--- config.mk ---
export PLATFORM = sky130hd
export DESIGN_NAME = high_speed_pwm_output_control
export DESIGN_NICKNAME = d
export VERILOG_FILES = /design/src/logic/hspwm_pkg.sv /design/src/logic/pwm_output_stage.sv /design/src/logic/high_speed_pwm_output_control.sv
export SDC_FILE = /design/constraint.sdc
export NUM_CORES = 1
export LEC_CHECK = 0
export BUFFER_PORTS_ARGS = -buffer_cell sky130_fd_sc_hd__buf_2
export CAP_MARGIN = 10
export CELL_PAD_IN_SITES_DETAIL_PLACEMENT = 2
export CELL_PAD_IN_SITES_GLOBAL_PLACEMENT = 2
export CORE_UTILIZATION = 36
export DETAILED_ROUTE_END_ITERATION = 6
export PLACE_DENSITY = 0.88
export SLEW_MARGIN = 20
export SYNTH_ARGS = -nofsm -noshare
export SYNTH_HDL_FRONTEND = slang
export SYNTH_SLANG_ARGS = --single-unit
--- constraint.sdc ---
create_clock -name mclk -period 22.5 [get_ports mclk]
set_clock_uncertainty 0.05 [all_clocks]
set_input_delay 2.25 -clock mclk [delete_from_list [all_inputs] [get_ports mclk]]
set_output_delay 2.25 -clock mclk [all_outputs]
set_load 0.02 [all_outputs]
--- src/logic/hspwm_pkg.sv ---
`default_nettype none
package hspwm_pkg;

	// Data path widths and channel count
	localparam int CNT_W      = 16;
	localparam int NUM_CH     = 4;
	localparam int DIV_W      = 3;
	localparam int PRESCALE_W = 7;
	localparam int OVR_W      = 2;

	// Positions inside a two-bit level field
	localparam int LVL_HIGH_BIT = 1;
	localparam int LVL_LOW_BIT  = 0;

	// Values after reset
	localparam logic [CNT_W-1:0]      PERIOD_RESET   = 16'h00ff;
	localparam logic [CNT_W-1:0]      COUNT_RESET    = 16'h0000;
	localparam logic [PRESCALE_W-1:0] PRESCALE_RESET = 7'h00;

	// Timing
	localparam int CLK_PERIOD_NS     = 8;
	localparam int GLITCH_NS         = 8;
	localparam int MIN_PULSE_CYCLES  =
		(GLITCH_NS + CLK_PERIOD_NS - 1) / CLK_PERIOD_NS;
	localparam int SYNC_PULSE_NS     = 100;
	localparam int SYNC_PULSE_CYCLES =
		(SYNC_PULSE_NS + CLK_PERIOD_NS - 1) / CLK_PERIOD_NS;
	localparam int SYNC_CNT_W        = 4;
	localparam logic [SYNC_CNT_W-1:0] SYNC_LOAD =
		SYNC_CNT_W'(SYNC_PULSE_CYCLES);
	localparam logic [SYNC_CNT_W-1:0] MIN_HOLD =
		SYNC_CNT_W'(MIN_PULSE_CYCLES);

	// Output modes
	typedef enum logic [1:0] {
		MODE_COMPLEMENTARY,
		MODE_REDUNDANT,
		MODE_PUSH_PULL,
		MODE_INDEPENDENT
	} out_mode_t;

endpackage : hspwm_pkg
`default_nettype wire

--- src/logic/pwm_output_stage.sv ---
`timescale 1ns/1ps
`default_nettype none
module pwm_output_stage #(
	parameter int W = hspwm_pkg::CNT_W
) (
	// Clock and reset
	input  wire logic         mclk,
	input  wire logic         rst_n,
	// Timing
	input  wire logic         tick,
	input  wire logic         enable,
	input  wire logic         dt_en,
	// Generated requests
	input  wire logic         h_req,
	input  wire logic         l_req,
	// Fault handling
	input  wire logic         fault_active,
	input  wire logic [1:0]   fault_level,
	// Dead time
	input  wire logic [W-1:0] dead_time,
	input  wire logic [W-1:0] alternate_deadtime_value,
	// Pin control
	input  wire logic         swap,
	input  wire logic         high_override_enable,
	input  wire logic         low_override_enable,
	input  wire logic [1:0]   override_level_field,
	input  wire logic         high_pin_owner_bit,
	input  wire logic         low_pin_owner_bit,
	input  wire logic         gpio_high_level,
	input  wire logic         gpio_low_level,
	// Pins
	output logic              high_side_output,
	output logic              low_side_output
);

	typedef struct packed {
		logic         h;
		logic         l;
		logic [W-1:0] dt;
		logic [hspwm_pkg::SYNC_CNT_W-1:0] hold;
		logic         pin_h;
		logic         pin_l;
	} stage_t;

	stage_t st;
	stage_t next_st;
	logic   rh;
	logic   rl;
	logic   gap;
	logic   ph;
	logic   pl;
	logic [W-1:0] dt_load;

	always_comb begin
		next_st = st;
		rh = swap ? l_req : h_req;
		rl = swap ? h_req : l_req;
		if (fault_active) begin
			rh = fault_level[hspwm_pkg::LVL_HIGH_BIT];
			rl = fault_level[hspwm_pkg::LVL_LOW_BIT];
		end
		// Full-width alternate count, never clipped
		dt_load = fault_active ? alternate_deadtime_value : dead_time;
		gap = dt_en && !(rh && rl);
		if (!enable) begin
			next_st.h  = 1'b0;
			next_st.l  = 1'b0;
			next_st.dt = '0;
		end else begin
			next_st.h = st.h & rh;
			next_st.l = st.l & rl;
			// In complementary mode any falling edge rearms the gap, whatever its cause
			if (gap && ((st.h && !rh) || (st.l && !rl))) begin
				next_st.dt = dt_load;
			end else if (tick && st.dt != '0) begin
				next_st.dt = st.dt - W'(1);
			end
			if (rh && !st.h && (!gap || (!st.l && !rl && st.dt == '0)))
				next_st.h = 1'b1;
			if (rl && !st.l && (!gap || (!st.h && !rh && st.dt == '0)))
				next_st.l = 1'b1;
		end
		ph = high_override_enable ?
			override_level_field[hspwm_pkg::LVL_HIGH_BIT] : next_st.h;
		pl = low_override_enable ?
			override_level_field[hspwm_pkg::LVL_LOW_BIT] : next_st.l;
		// Fault entry holds at least one full clock
		if (fault_active && st.hold == '0)
			next_st.hold = hspwm_pkg::MIN_HOLD;
		else if (!fault_active && st.hold != '0)
			next_st.hold = st.hold - hspwm_pkg::SYNC_CNT_W'(1);
		next_st.pin_h = high_pin_owner_bit ? ph : gpio_high_level;
		next_st.pin_l = low_pin_owner_bit ? pl : gpio_low_level;
	end

	always_ff @(posedge mclk or negedge rst_n) begin
		if (!rst_n) begin
			st <= '0;
		end else begin
			st <= next_st;
		end
	end

	assign high_side_output = st.pin_h;
	assign low_side_output  = st.pin_l;

endmodule : pwm_output_stage
`default_nettype wire

--- src/logic/high_speed_pwm_output_control.sv ---
`timescale 1ns/1ps
`default_nettype none
// Overview of operation
// - Per-channel owner bits give pins to PWM/GPIO
// - Module enable bit starts whole generator
// - Two-bit override field sets safe pin levels
// - Per-side override enables replace generated waveform
// - Enabling with pins owned emits no spurious pulse
// - External reset in off time restarts period
// - Reset held through on time is ignored
// - External reset works with outputs swapped
// - Sync output pulses from secondary time base
// - Clean start from override at any divider
// - Fault drives defined state without glitch
// - Alternate dead time uses full programmed count
// - Immediate duty transitions keep dead time
// - Duty to zero leaves no residual pulse
// - Phase writes keep complementary dead time
// - Trigger compare match fires from first match
// - Push-pull period write gives no double pulse
// - Outputs jitter-free at every divider setting
// - Buffered period, duty, phase update together
// - Time-base select picks primary or secondary
module high_speed_pwm_output_control #(
	parameter int N = hspwm_pkg::NUM_CH,
	parameter int W = hspwm_pkg::CNT_W
) (
	// Clock and reset
	input  wire logic                        mclk,
	input  wire logic                        arst_n,
	// Time base control
	input  wire logic                        module_enable_bit,
	input  wire logic [hspwm_pkg::DIV_W-1:0] clock_divider_select,
	input  wire logic [W-1:0]                primary_master_period,
	input  wire logic [W-1:0]                secondary_master_period,
	// Channel control
	input  wire logic [N-1:0]                time_base_select_bit,
	input  wire hspwm_pkg::out_mode_t [N-1:0] output_mode,
	input  wire logic [N-1:0]                immediate_update,
	input  wire logic [N-1:0]                swap,
	// Channel timing values
	input  wire logic [N-1:0][W-1:0]         channel_duty_value,
	input  wire logic [N-1:0][W-1:0]         channel_phase_value,
	input  wire logic [N-1:0][W-1:0]         dead_time,
	input  wire logic [N-1:0][W-1:0]         alternate_deadtime_value,
	// Trigger compares
	input  wire logic [N-1:0][W-1:0]         primary_trigger_compare,
	input  wire logic [N-1:0][W-1:0]         secondary_trigger_compare,
	// External period reset
	input  wire logic [N-1:0]                ext_reset_enable,
	input  wire logic [N-1:0]                ext_reset_in,
	// Fault
	input  wire logic [N-1:0]                fault_in,
	input  wire logic [N-1:0][1:0]           fault_level_field,
	// Channel I/O control
	input  wire logic [N-1:0]                high_pin_owner_bit,
	input  wire logic [N-1:0]                low_pin_owner_bit,
	input  wire logic [N-1:0]                high_override_enable,
	input  wire logic [N-1:0]                low_override_enable,
	input  wire logic [N-1:0][1:0]           override_level_field,
	input  wire logic [N-1:0]                gpio_high_level,
	input  wire logic [N-1:0]                gpio_low_level,
	// Pins and events
	output logic [N-1:0]                     high_side_output,
	output logic [N-1:0]                     low_side_output,
	output logic [N-1:0]                     trigger_event,
	output logic                             secondary_sync_output
);

	typedef struct packed {
		logic                                en;
		logic [hspwm_pkg::PRESCALE_W-1:0]    pre;
		logic                                tick;
		logic [W-1:0]                        pri_cnt;
		logic [W-1:0]                        sec_cnt;
		logic [W-1:0]                        pri_per;
		logic [W-1:0]                        sec_per;
		logic [hspwm_pkg::SYNC_CNT_W-1:0]    sync_cnt;
		logic                                sync;
		logic [N-1:0][W-1:0]                 cnt;
		logic [N-1:0][W-1:0]                 duty;
		logic [N-1:0]                        steer;
		logic [N-1:0]                        xr_block;
		logic [N-1:0]                        trig;
		logic [N-1:0]                        h_req;
		logic [N-1:0]                        l_req;
	} state_t;

	logic [1:0]                       rst_ff;
	logic                             rst_n;
	state_t                           st;
	state_t                           next_st;
	logic [hspwm_pkg::PRESCALE_W-1:0] pre_mask;
	logic                             pri_end;
	logic                             sec_end;
	logic [N-1:0]                     ch_start;
	logic [N-1:0]                     on;
	logic [N-1:0]                     xr;
	logic [N-1:0][W-1:0]              per_sel;

	// Reset release
	always_ff @(posedge mclk or negedge arst_n) begin
		if (!arst_n) begin
			rst_ff <= 2'b00;
		end else begin
			rst_ff <= {rst_ff[0], 1'b1};
		end
	end
	assign rst_n = rst_ff[1];

	// Fixed divide mask, no phase drift between ticks
	assign pre_mask = hspwm_pkg::PRESCALE_W'(
		(1 << clock_divider_select) - 1);
	assign pri_end  = st.pri_cnt >= st.pri_per;
	assign sec_end  = st.sec_cnt >= st.sec_per;

	always_comb begin
		for (int i = 0; i < N; i++) begin
			per_sel[i]  = time_base_select_bit[i] ?
				st.sec_per : st.pri_per;
			ch_start[i] = time_base_select_bit[i] ? sec_end : pri_end;
			// Zero duty never compares true
			on[i] = st.cnt[i] < st.duty[i];
			// Raw generator state, taken before any swap
			xr[i] = ext_reset_enable[i] && ext_reset_in[i] && !on[i] &&
				!st.xr_block[i];
		end
	end

	always_comb begin
		next_st = st;
		next_st.en = module_enable_bit;
		next_st.tick = 1'b0;
		next_st.trig = '0;
		if (!st.en) begin
			// Idle: everything parked at a known start point
			next_st.pre      = hspwm_pkg::PRESCALE_RESET;
			next_st.pri_cnt  = hspwm_pkg::COUNT_RESET;
			next_st.sec_cnt  = hspwm_pkg::COUNT_RESET;
			next_st.pri_per  = primary_master_period;
			next_st.sec_per  = secondary_master_period;
			next_st.sync_cnt = '0;
			next_st.sync     = 1'b0;
			for (int i = 0; i < N; i++) begin
				next_st.cnt[i]  = channel_phase_value[i];
				next_st.duty[i] = channel_duty_value[i];
			end
			next_st.steer    = '0;
			next_st.xr_block = '0;
			next_st.h_req    = '0;
			next_st.l_req    = '0;
		end else begin
			if (st.pre == pre_mask) begin
				next_st.pre  = hspwm_pkg::PRESCALE_RESET;
				next_st.tick = 1'b1;
			end else begin
				next_st.pre = st.pre + hspwm_pkg::PRESCALE_W'(1);
			end
			if (st.tick) begin
				if (pri_end) begin
					next_st.pri_cnt = hspwm_pkg::COUNT_RESET;
					next_st.pri_per = primary_master_period;
				end else begin
					next_st.pri_cnt = st.pri_cnt + W'(1);
				end
				if (sec_end) begin
					next_st.sec_cnt = hspwm_pkg::COUNT_RESET;
					next_st.sec_per = secondary_master_period;
				end else begin
					next_st.sec_cnt = st.sec_cnt + W'(1);
				end
			end
			// Sync pulse at each secondary period start
			if (st.tick && sec_end) begin
				next_st.sync_cnt = hspwm_pkg::SYNC_LOAD;
			end else if (st.sync_cnt != '0) begin
				next_st.sync_cnt = st.sync_cnt - hspwm_pkg::SYNC_CNT_W'(1);
			end
			next_st.sync = next_st.sync_cnt != '0;
			for (int i = 0; i < N; i++) begin
				if (!ext_reset_in[i]) begin
					next_st.xr_block[i] = 1'b0;
				end else if (on[i]) begin
					next_st.xr_block[i] = 1'b1;
				end
				if (st.tick) begin
					// Compare on the current count, first match included
					next_st.trig[i] =
						st.cnt[i] == primary_trigger_compare[i] ||
						st.cnt[i] == secondary_trigger_compare[i];
					if (ch_start[i]) begin
						// Phase and duty land with the new period
						next_st.cnt[i]  = channel_phase_value[i];
						next_st.duty[i] = channel_duty_value[i];
						next_st.steer[i] = ~st.steer[i];
					end else if (xr[i]) begin
						next_st.cnt[i]   = hspwm_pkg::COUNT_RESET;
						next_st.steer[i] = ~st.steer[i];
					end else if (st.cnt[i] >= per_sel[i]) begin
						// Wrap only on the shadowed period, one pulse
						next_st.cnt[i] = hspwm_pkg::COUNT_RESET;
					end else begin
						next_st.cnt[i] = st.cnt[i] + W'(1);
					end
					if (immediate_update[i])
						next_st.duty[i] = channel_duty_value[i];
				end
				unique case (output_mode[i])
					hspwm_pkg::MODE_COMPLEMENTARY: begin
						next_st.h_req[i] = on[i];
						next_st.l_req[i] = !on[i];
					end
					hspwm_pkg::MODE_REDUNDANT: begin
						next_st.h_req[i] = on[i];
						next_st.l_req[i] = on[i];
					end
					hspwm_pkg::MODE_PUSH_PULL: begin
						next_st.h_req[i] = on[i] && st.steer[i];
						next_st.l_req[i] = on[i] && !st.steer[i];
					end
					hspwm_pkg::MODE_INDEPENDENT: begin
						next_st.h_req[i] = on[i];
						next_st.l_req[i] = on[i];
					end
				endcase
			end
		end
	end

	always_ff @(posedge mclk or negedge rst_n) begin
		if (!rst_n) begin
			st         <= '0;
			st.pri_per <= hspwm_pkg::PERIOD_RESET;
			st.sec_per <= hspwm_pkg::PERIOD_RESET;
		end else begin
			st <= next_st;
		end
	end

	assign trigger_event         = st.trig;
	assign secondary_sync_output = st.sync;

	genvar g;
	generate
		for (g = 0; g < N; g++) begin : g_ch
			pwm_output_stage #(
				.W(W)
			) u_stage (
				.mclk                     (mclk),
				.rst_n                    (rst_n),
				.tick                     (st.tick),
				.enable                   (st.en),
				.dt_en                    (output_mode[g] ==
					hspwm_pkg::MODE_COMPLEMENTARY),
				.h_req                    (st.h_req[g]),
				.l_req                    (st.l_req[g]),
				.fault_active             (fault_in[g]),
				.fault_level              (fault_level_field[g]),
				.dead_time                (dead_time[g]),
				.alternate_deadtime_value (alternate_deadtime_value[g]),
				.swap                     (swap[g]),
				.high_override_enable     (high_override_enable[g]),
				.low_override_enable      (low_override_enable[g]),
				.override_level_field     (override_level_field[g]),
				.high_pin_owner_bit       (high_pin_owner_bit[g]),
				.low_pin_owner_bit        (low_pin_owner_bit[g]),
				.gpio_high_level          (gpio_high_level[g]),
				.gpio_low_level           (gpio_low_level[g]),
				.high_side_output         (high_side_output[g]),
				.low_side_output          (low_side_output[g])
			);
		end
	endgenerate

endmodule : high_speed_pwm_output_control
`default_nettype wire

# Word-level counts from Yosys, hierarchy flattened
# Cells that the tools add are included.
totals:
  reg_bits: 308
  in_bits: 494
  out_inout_bits: 13
op_classes:
  n_addsub: 13
  n_lt_le_gt_ge: 10
  n_eq_ne: 40
  n_shift: 1
  muxes: 139
  bitwise_logic: 12
  reduce_logical: 161
op_table:
  columns: ["op", "count"]
  rows:
  - ["16-bit 2-to-1 mux", 48]
  - ["205-bit 2-to-1 mux", 1]
  - ["16-bit equality test", 8]
  - ["16-bit by 1-bit adder with 16-bit output (second input constant)", 6]
  - ["16-bit greater-or-equal comparator", 6]
  - ["1-bit logical AND", 77]
  - ["18-bit 2-to-1 mux", 4]
  - ["1-bit 2-to-1 mux", 70]
  - ["16-bit zero test", 4]
  - ["16-bit less-than comparator", 4]
  - ["64-bit 2-to-1 mux", 1]
  - ["16-bit nonzero test", 4]
  - ["16-bit by 1-bit subtractor with 16-bit output (second input constant)", 4]
  - ["1-bit zero test", 36]
  - ["3-bit by 1-bit inequality test with 1-bit output (second input constant)", 8]
  - ["3-bit by 2-bit inequality test with 1-bit output (second input constant)", 8]
  - ["2-bit AND reduction", 10]
  - ["2-bit equality test (second input constant)", 8]
  - ["1-bit logical OR", 16]
  - ["4-bit 2-to-1 mux", 4]
  - ["7-bit 2-to-1 mux", 2]
  - ["1-bit one-hot mux with 3 select lines", 4]
  - ["3-bit OR reduction", 4]
  - ["1-bit bitwise AND", 8]
  - ["14 further kinds", 31]

# Depth between registers and ports, before layout
depth:
  depth_word: 12
  ltp_mapped: 13
  ltp_nobuf: 9

# Cells and area by module
# From an unflattened synthesis, not the netlist that was laid out.
unflattened:
  hier_cells: 2387
  area_unflattened_um2: 22592.9
modules_own_cells:
  columns: ["module", "instances", "cells_per_inst", "area_per_inst_um2"]
  rows:
  - ["high_speed_pwm_output_control", 1, 1763, 16723.5]
  - ["pwm_output_stage (g_ch[0].u_stage ...)", 3, 156, 1457.6]
  - ["pwm_output_stage (g_ch[3].u_stage)", 1, 156, 1496.4]

# Least setup slack after synthesis
# OpenSTA, ideal clock, no wires.
synth_path:
  path_type: "in2reg"
  startpoint: "in time_base_select_bit[3]"
  endpoint: "reg st[140] (netlist name)"
  arrival_time_ns: 5.139
  required_time_ns: 22.346
  slack_ns: 17.207
  stages: 13
  cell_sequence: "clkbuf_1 -> clkbuf_1 -> mux2i_1 -> ha_1 -> a21o_1 -> a21oi_1 -> nor2b_1 -> o311ai_0 -> o311a_1 -> buf_2 -> nand4_1 -> clkbuf_1 -> o311ai_1"
synth_via:
  elab_chain_len: 7
synth_rtl:
  columns: ["element", "line_no", "source"]
  rows:
  - ["start: declaration", "high_speed_pwm_output_control.sv:37", "input wire logic [N-1:0] time_base_select_bit,"]
  - ["16-bit 2-to-1 mux", "high_speed_pwm_output_control.sv:119", "per_sel[i] = time_base_select_bit[i] ?"]
  - ["16-bit greater-or-equal comparator", "high_speed_pwm_output_control.sv:199", "end else if (st.cnt[i] >= per_sel[i]) begin"]
  - ["16-bit 2-to-1 mux", "high_speed_pwm_output_control.sv:199", null]
  - ["16-bit 2-to-1 mux", "high_speed_pwm_output_control.sv:196", "end else if (xr[i]) begin"]
  - ["16-bit 2-to-1 mux (*)", "high_speed_pwm_output_control.sv:191", "if (ch_start[i]) begin"]
  - ["16-bit 2-to-1 mux (*)", "high_speed_pwm_output_control.sv:186", "if (st.tick) begin"]
  - ["205-bit 2-to-1 mux (*)", "high_speed_pwm_output_control.sv:135", "if (!st.en) begin"]
  - ["end signal: assignment", "high_speed_pwm_output_control.sv:236", "st <= next_st;"]
  - ["end: declaration", "high_speed_pwm_output_control.sv:91", "state_t st;"]
# Every way passes the cells marked *; elsewhere a longest branch is shown, timed or not. The select of a mux whose other input is x is not followed.
# A chain may end at the register's enable or synchronous reset.

# Worst setup path after layout
# Same ends and word-level chain as after synthesis.

==> tab_implementation.tex <==
\begin{tabular}{lr}
\hline
Metric & Value \\
\hline
\multicolumn{2}{l}{\textbf{Logic synthesis}} \\
\quad Simple-gate share of the synthesized area & 15.2\% \\
\quad Number of distinct library cell variants in the gate-level netlist after synthesis & 80 \\
\quad Netlist area before placement & approximately 22000 um2 \\
\quad Xor and xnor area share after synthesis & $\sim$8.5\% \\
\quad Primary flip-flop cell chosen by synthesis mapping & sky130\_fd\_sc\_hd\_\_dfrtp\_1 \\
\quad Net count after synthesis & between 3000 and 4000 \\
\quad Sequential cell area fraction in the yosys report & 34.5\% \\
\quad Count of warnings emitted by yosys & 0 \\
\quad Post-Syn Instances & between 2000 and 2500 \\
\quad Fraction of synthesized cell area taken by the top area cell type & roughly a third \\
\quad Combinational family with the most area after synthesis & compound AO/OA/AOI/OAI gates \\
\quad Number of flops mapped to enable cells by yosys & 0 \\
\quad Most area-hungry cell type in the Yosys netlist & sky130\_fd\_sc\_hd\_\_dfrtp\_1 \\
\quad Synthesized-area fraction occupied by ao, oa, aoi and oai cells & roughly 16\% \\
\quad Share of synthesized flip-flops with an asynchronous set or reset & 100\% \\
\quad Average cell area after synthesis & 9.10 um2 \\
\quad Post-synthesis adder-cell area fraction & 9.43\% \\
\quad Cells taking the most area after synthesis & sky130\_fd\_sc\_hd\_\_dfrtp\_1, sky130\_fd\_sc\_hd\_\_ha\_1, sky130\_fd\_sc\_hd\_\_xor2\_1 \\
\quad Multiplexer fraction of the synthesized cell area & between 10\% and 20\% \\
\quad Number of register bits inferred by synthesis & around 310 \\
\multicolumn{2}{l}{\textbf{Timing}} \\
\quad Tightest slew margin relative to the limit & 30.0\% \\
\quad RSZ-0062 raised after global routing & no \\
\quad Transition at the pin with the smallest max-transition slack & 1.04 ns \\
\quad Number of endpoints failing setup at the final stage & 0 \\
\quad Total negative slack & 0 ns \\
\quad Hold Violations, Final & 0 \\
\quad Period utilization & roughly a quarter \\
\quad Max Freq & between 150 and 200 MHz \\
\quad Final critical path time including I/O delays and setup & roughly 5.8 ns \\
\quad Minimum setup slack in the final design & about 17 ns \\
\quad Slew Viols, Final & 0 \\
\multicolumn{2}{l}{\textbf{Critical path}} \\
\quad Worst setup path startpoint & time\_base\_select\_bit[3] \\
\quad R2r setup slk & 18.27 ns \\
\quad Data arrival, critical path & a little over 6 ns \\
\quad Crit-path max FO & 18 \\
\quad FF-to-FF Start & st[171] \\
\quad WS Path Type & input pin to flop \\
\quad CP Launch Type & input pin \\
\quad Critical Path Sink Type & flop \\
\quad Required time reported for the critical path endpoint & 22.90 ns \\
\multicolumn{2}{l}{\textbf{GRT}} \\
\quad Global route overflow & 0 \\
\quad GR Util All Layers & between 20 and 30\% \\
\quad Number of antenna violations at the first check in global routing & 16 \\
\quad Number of global-route vias before repair & around 25000 \\
\quad Global-route wire length before repair & approximately 150000 um \\
\quad Largest net degree at the start of global routing & 76 \\
\multicolumn{2}{l}{\textbf{Die}} \\
\quad Core Area & 61600 um2 \\
\quad Die width & 252 um \\
\quad Site row count & just over 90 \\
\quad Initial Utilization & 36.4\% \\
\quad Die Height & approximately 250 um \\
\quad Die area & between 60000 and 70000 um2 \\
\quad I/O pin count & between 500 and 600 \\
\multicolumn{2}{l}{\textbf{Cells and area}} \\
\quad Count of fill cells added during filler insertion & around 6700 \\
\quad Leading cell types in the layout, fill and taps excluded & sky130\_fd\_sc\_hd\_\_buf\_2, sky130\_fd\_sc\_hd\_\_dfrtp\_1, sky130\_fd\_sc\_hd\_\_nor2\_1 \\
\quad Non-filler instance count after layout & 3763 \\
\quad Utilization after layout & 43.9\% \\
\quad Layout Area Growth over Synthesis & 20.4\% \\
\quad Leading cell type in the layout, fill and taps excluded & sky130\_fd\_sc\_hd\_\_buf\_2 \\
\quad Share of final-layout standard cells stronger than drive strength 1 & between 20\% and 30\% \\
\quad Nets@finish & 3543 \\
\multicolumn{2}{l}{\textbf{Routing}} \\
\quad Wire length after detailed routing & $\sim$95000 um \\
\quad DRC violation count after routing & 0 \\
\quad Wire length per cell after detailed routing & 25.3 um \\
\quad DRC marker count from the first detailed-route iteration & 1182 \\
\quad Via density & a little under 6 \\
\quad First-pass iteration count of the detailed router & 5 \\
\quad Remaining antenna violation count after routing & 0 \\
\quad Vias & between 20000 and 25000 \\
\multicolumn{2}{l}{\textbf{Clocking}} \\
\quad TritonCTS buffer count & 41 \\
\quad Maximum number of buffers from clock root to sink & 3 \\
\quad Clk Tree Root Cell & sky130\_fd\_sc\_hd\_\_clkbuf\_16 \\
\quad Number of post-CTS setup repair buffers & 0 \\
\quad Deepest level of the CTS H-tree & 2 \\
\quad Clock sink total & $\sim$300 \\
\quad CTS tree & built \\
\quad Clock-pin slew on the worst setup and hold paths & approximately 0.060 ns \\
\quad Insertion delay of the later-clocked pin in the worst-skew pair & approximately 0.57 ns \\
\quad Count of hold buffers inserted by post-cts repair & 0 \\
\quad Count of instances resized after the clock tree is built & 0 \\
\multicolumn{2}{l}{\textbf{Power}} \\
\quad Largest voltage drop on the vdd net & $\sim$0.00005 V \\
\quad Static leakage & approximately 13 nW \\
\quad Clock power frac & approximately a third \\
\quad PD cells & between 70 and 80 nW/um2 \\
\quad Pint & $\sim$1.3 mW \\
\quad Register share of total power & between 30 and 40\% \\
\quad Share of power burned in combinational logic & 27.1\% \\
\quad Switching pwr & a little over 700 uW \\
\quad Switching fraction of total power & a little over a third \\
\multicolumn{2}{l}{\textbf{Placement}} \\
\quad Pre-CTS setup slack & 16.28 ns \\
\quad GP Congestion & between 0.8 and 0.9 \\
\quad Detailed placement HPWL & about 70000 um \\
\quad Dpl cells & $\sim$3700 \\
\quad Number of I/O port buffers & between 500 and 600 \\
\multicolumn{2}{l}{\textbf{Run}} \\
\quad Max-capacitance violation count & 0 \\
\multicolumn{2}{l}{\textbf{Hold path}} \\
\quad Start point of the worst min-delay path & rst\_ff[0] \\
\quad Worst hold path type & flop to flop \\
\multicolumn{2}{l}{\textbf{Outcome}} \\
\quad Run status & finished clean \\
\hline
\end{tabular}
## kinds of logic (layout without fill, tap and decap cells)
group,after synthesis,count (layout)
and+or+nand+nor,693,693
AOI/OAI and AO/OA,532,532
buffers and inverters,311,758
DFF,308,308
muxes,233,233
xor gates and xnor gates,217,217
adders and majority gates,169,169
other,1,16
## power by group through the flow
stage | combinational [mW] | sequential [mW] | clock [mW]
3_3_place_gp | 0.470 | 0.751 | 0
4_1_cts | 0.544 | 0.748 | 0.719
6_report | 0.542 | 0.752 | 0.703
3_5_place_dp | 0.529 | 0.757 | 0
5_1_grt | 0.598 | 0.757 | 0.736
2_1_floorplan | 0.379 | 0.675 | 0
## layer usage
metal,global-route usage [%],up-vias,wire length [um]
met5,0,-,48
met4,14.5,6,4420
met3,5.15,246,5070
met2,53.8,768,49100
met1,32.9,11000,36700
li1,-,9675,-
## area by class of cell
cell class	instances	area (um2)	area share, %
sequential	308	7740	28.6
clock inverter	15	208	0.769
clock buffer	59	1210	4.49
inverter	161	606	2.24
timing repair buffer	523	2660	9.86
antenna	15	37.5	0.139
tap	837	1050	3.88
multi-input combinational	1845	13500	50.0
## sequential cells by signal, summed over array words and instances, names as in the netlist
register and count:
secondary_sync_output 1, rst_ff 2, g_ch.u_stage.st 72, st 221, g_ch.u_stage.high_side_output 4, trigger_event 4, g_ch.u_stage.low_side_output 4
## Yosys cell counts, types with 49 or more instances
library cell and count:
sky130_fd_sc_hd__inv_1 161, sky130_fd_sc_hd__nor4_1 49, sky130_fd_sc_hd__a21oi_1 123, sky130_fd_sc_hd__dfrtp_1 292, sky130_fd_sc_hd__mux2i_1 134, sky130_fd_sc_hd__ha_1 169
sky130_fd_sc_hd__nor3_1 62, sky130_fd_sc_hd__nand3_1 68, sky130_fd_sc_hd__nor2_1 179, sky130_fd_sc_hd__xor2_1 167, sky130_fd_sc_hd__nand4_1 53, sky130_fd_sc_hd__xnor2_1 50
sky130_fd_sc_hd__clkbuf_1 115, sky130_fd_sc_hd__o21ai_0 124, sky130_fd_sc_hd__nand2_1 161
## worst max-delay path: stages
cell and delay (ns):
sky130_fd_sc_hd__buf_2 0.41, sky130_fd_sc_hd__mux2i_1 0.28, sky130_fd_sc_hd__ha_1 0.29, sky130_fd_sc_hd__a211o_1 0.30, sky130_fd_sc_hd__a31oi_1 0.17, sky130_fd_sc_hd__nor3_1 0.09
sky130_fd_sc_hd__o311ai_0 0.37, sky130_fd_sc_hd__o311a_1 0.74, sky130_fd_sc_hd__nand4_1 0.71, sky130_fd_sc_hd__o311ai_1 0.54
## path summary, 6_finish.rpt
| path | end | cells after the start |
|---|---|---|
| hold / removal | rst_ff[1] | 0 |
| setup / recovery | st[140] | 10 |
| hold reg to reg | rst_ff[1] | 0 |
| min in group asynchronous | st[76] | 0 |
| setup reg to reg | st[140] | 9 |
| max in group asynchronous | st[225] | 2 |
## through the flow
step / power [mW] / instance area, um2 / hold slack, ns
3_5_place_dp: 1.29 / 25500 / 0.288
5_1_grt: 2.09 / 27000 / 0.320
3_3_place_gp: 1.22 / 25500 / 0.290
6_report: 2.00 / 27000 / 0.298
4_1_cts: 2.01 / 27000 / 0.301
2_1_floorplan: 1.05 / 22400 / 0.281
Power figures use the tool's default switching activity.
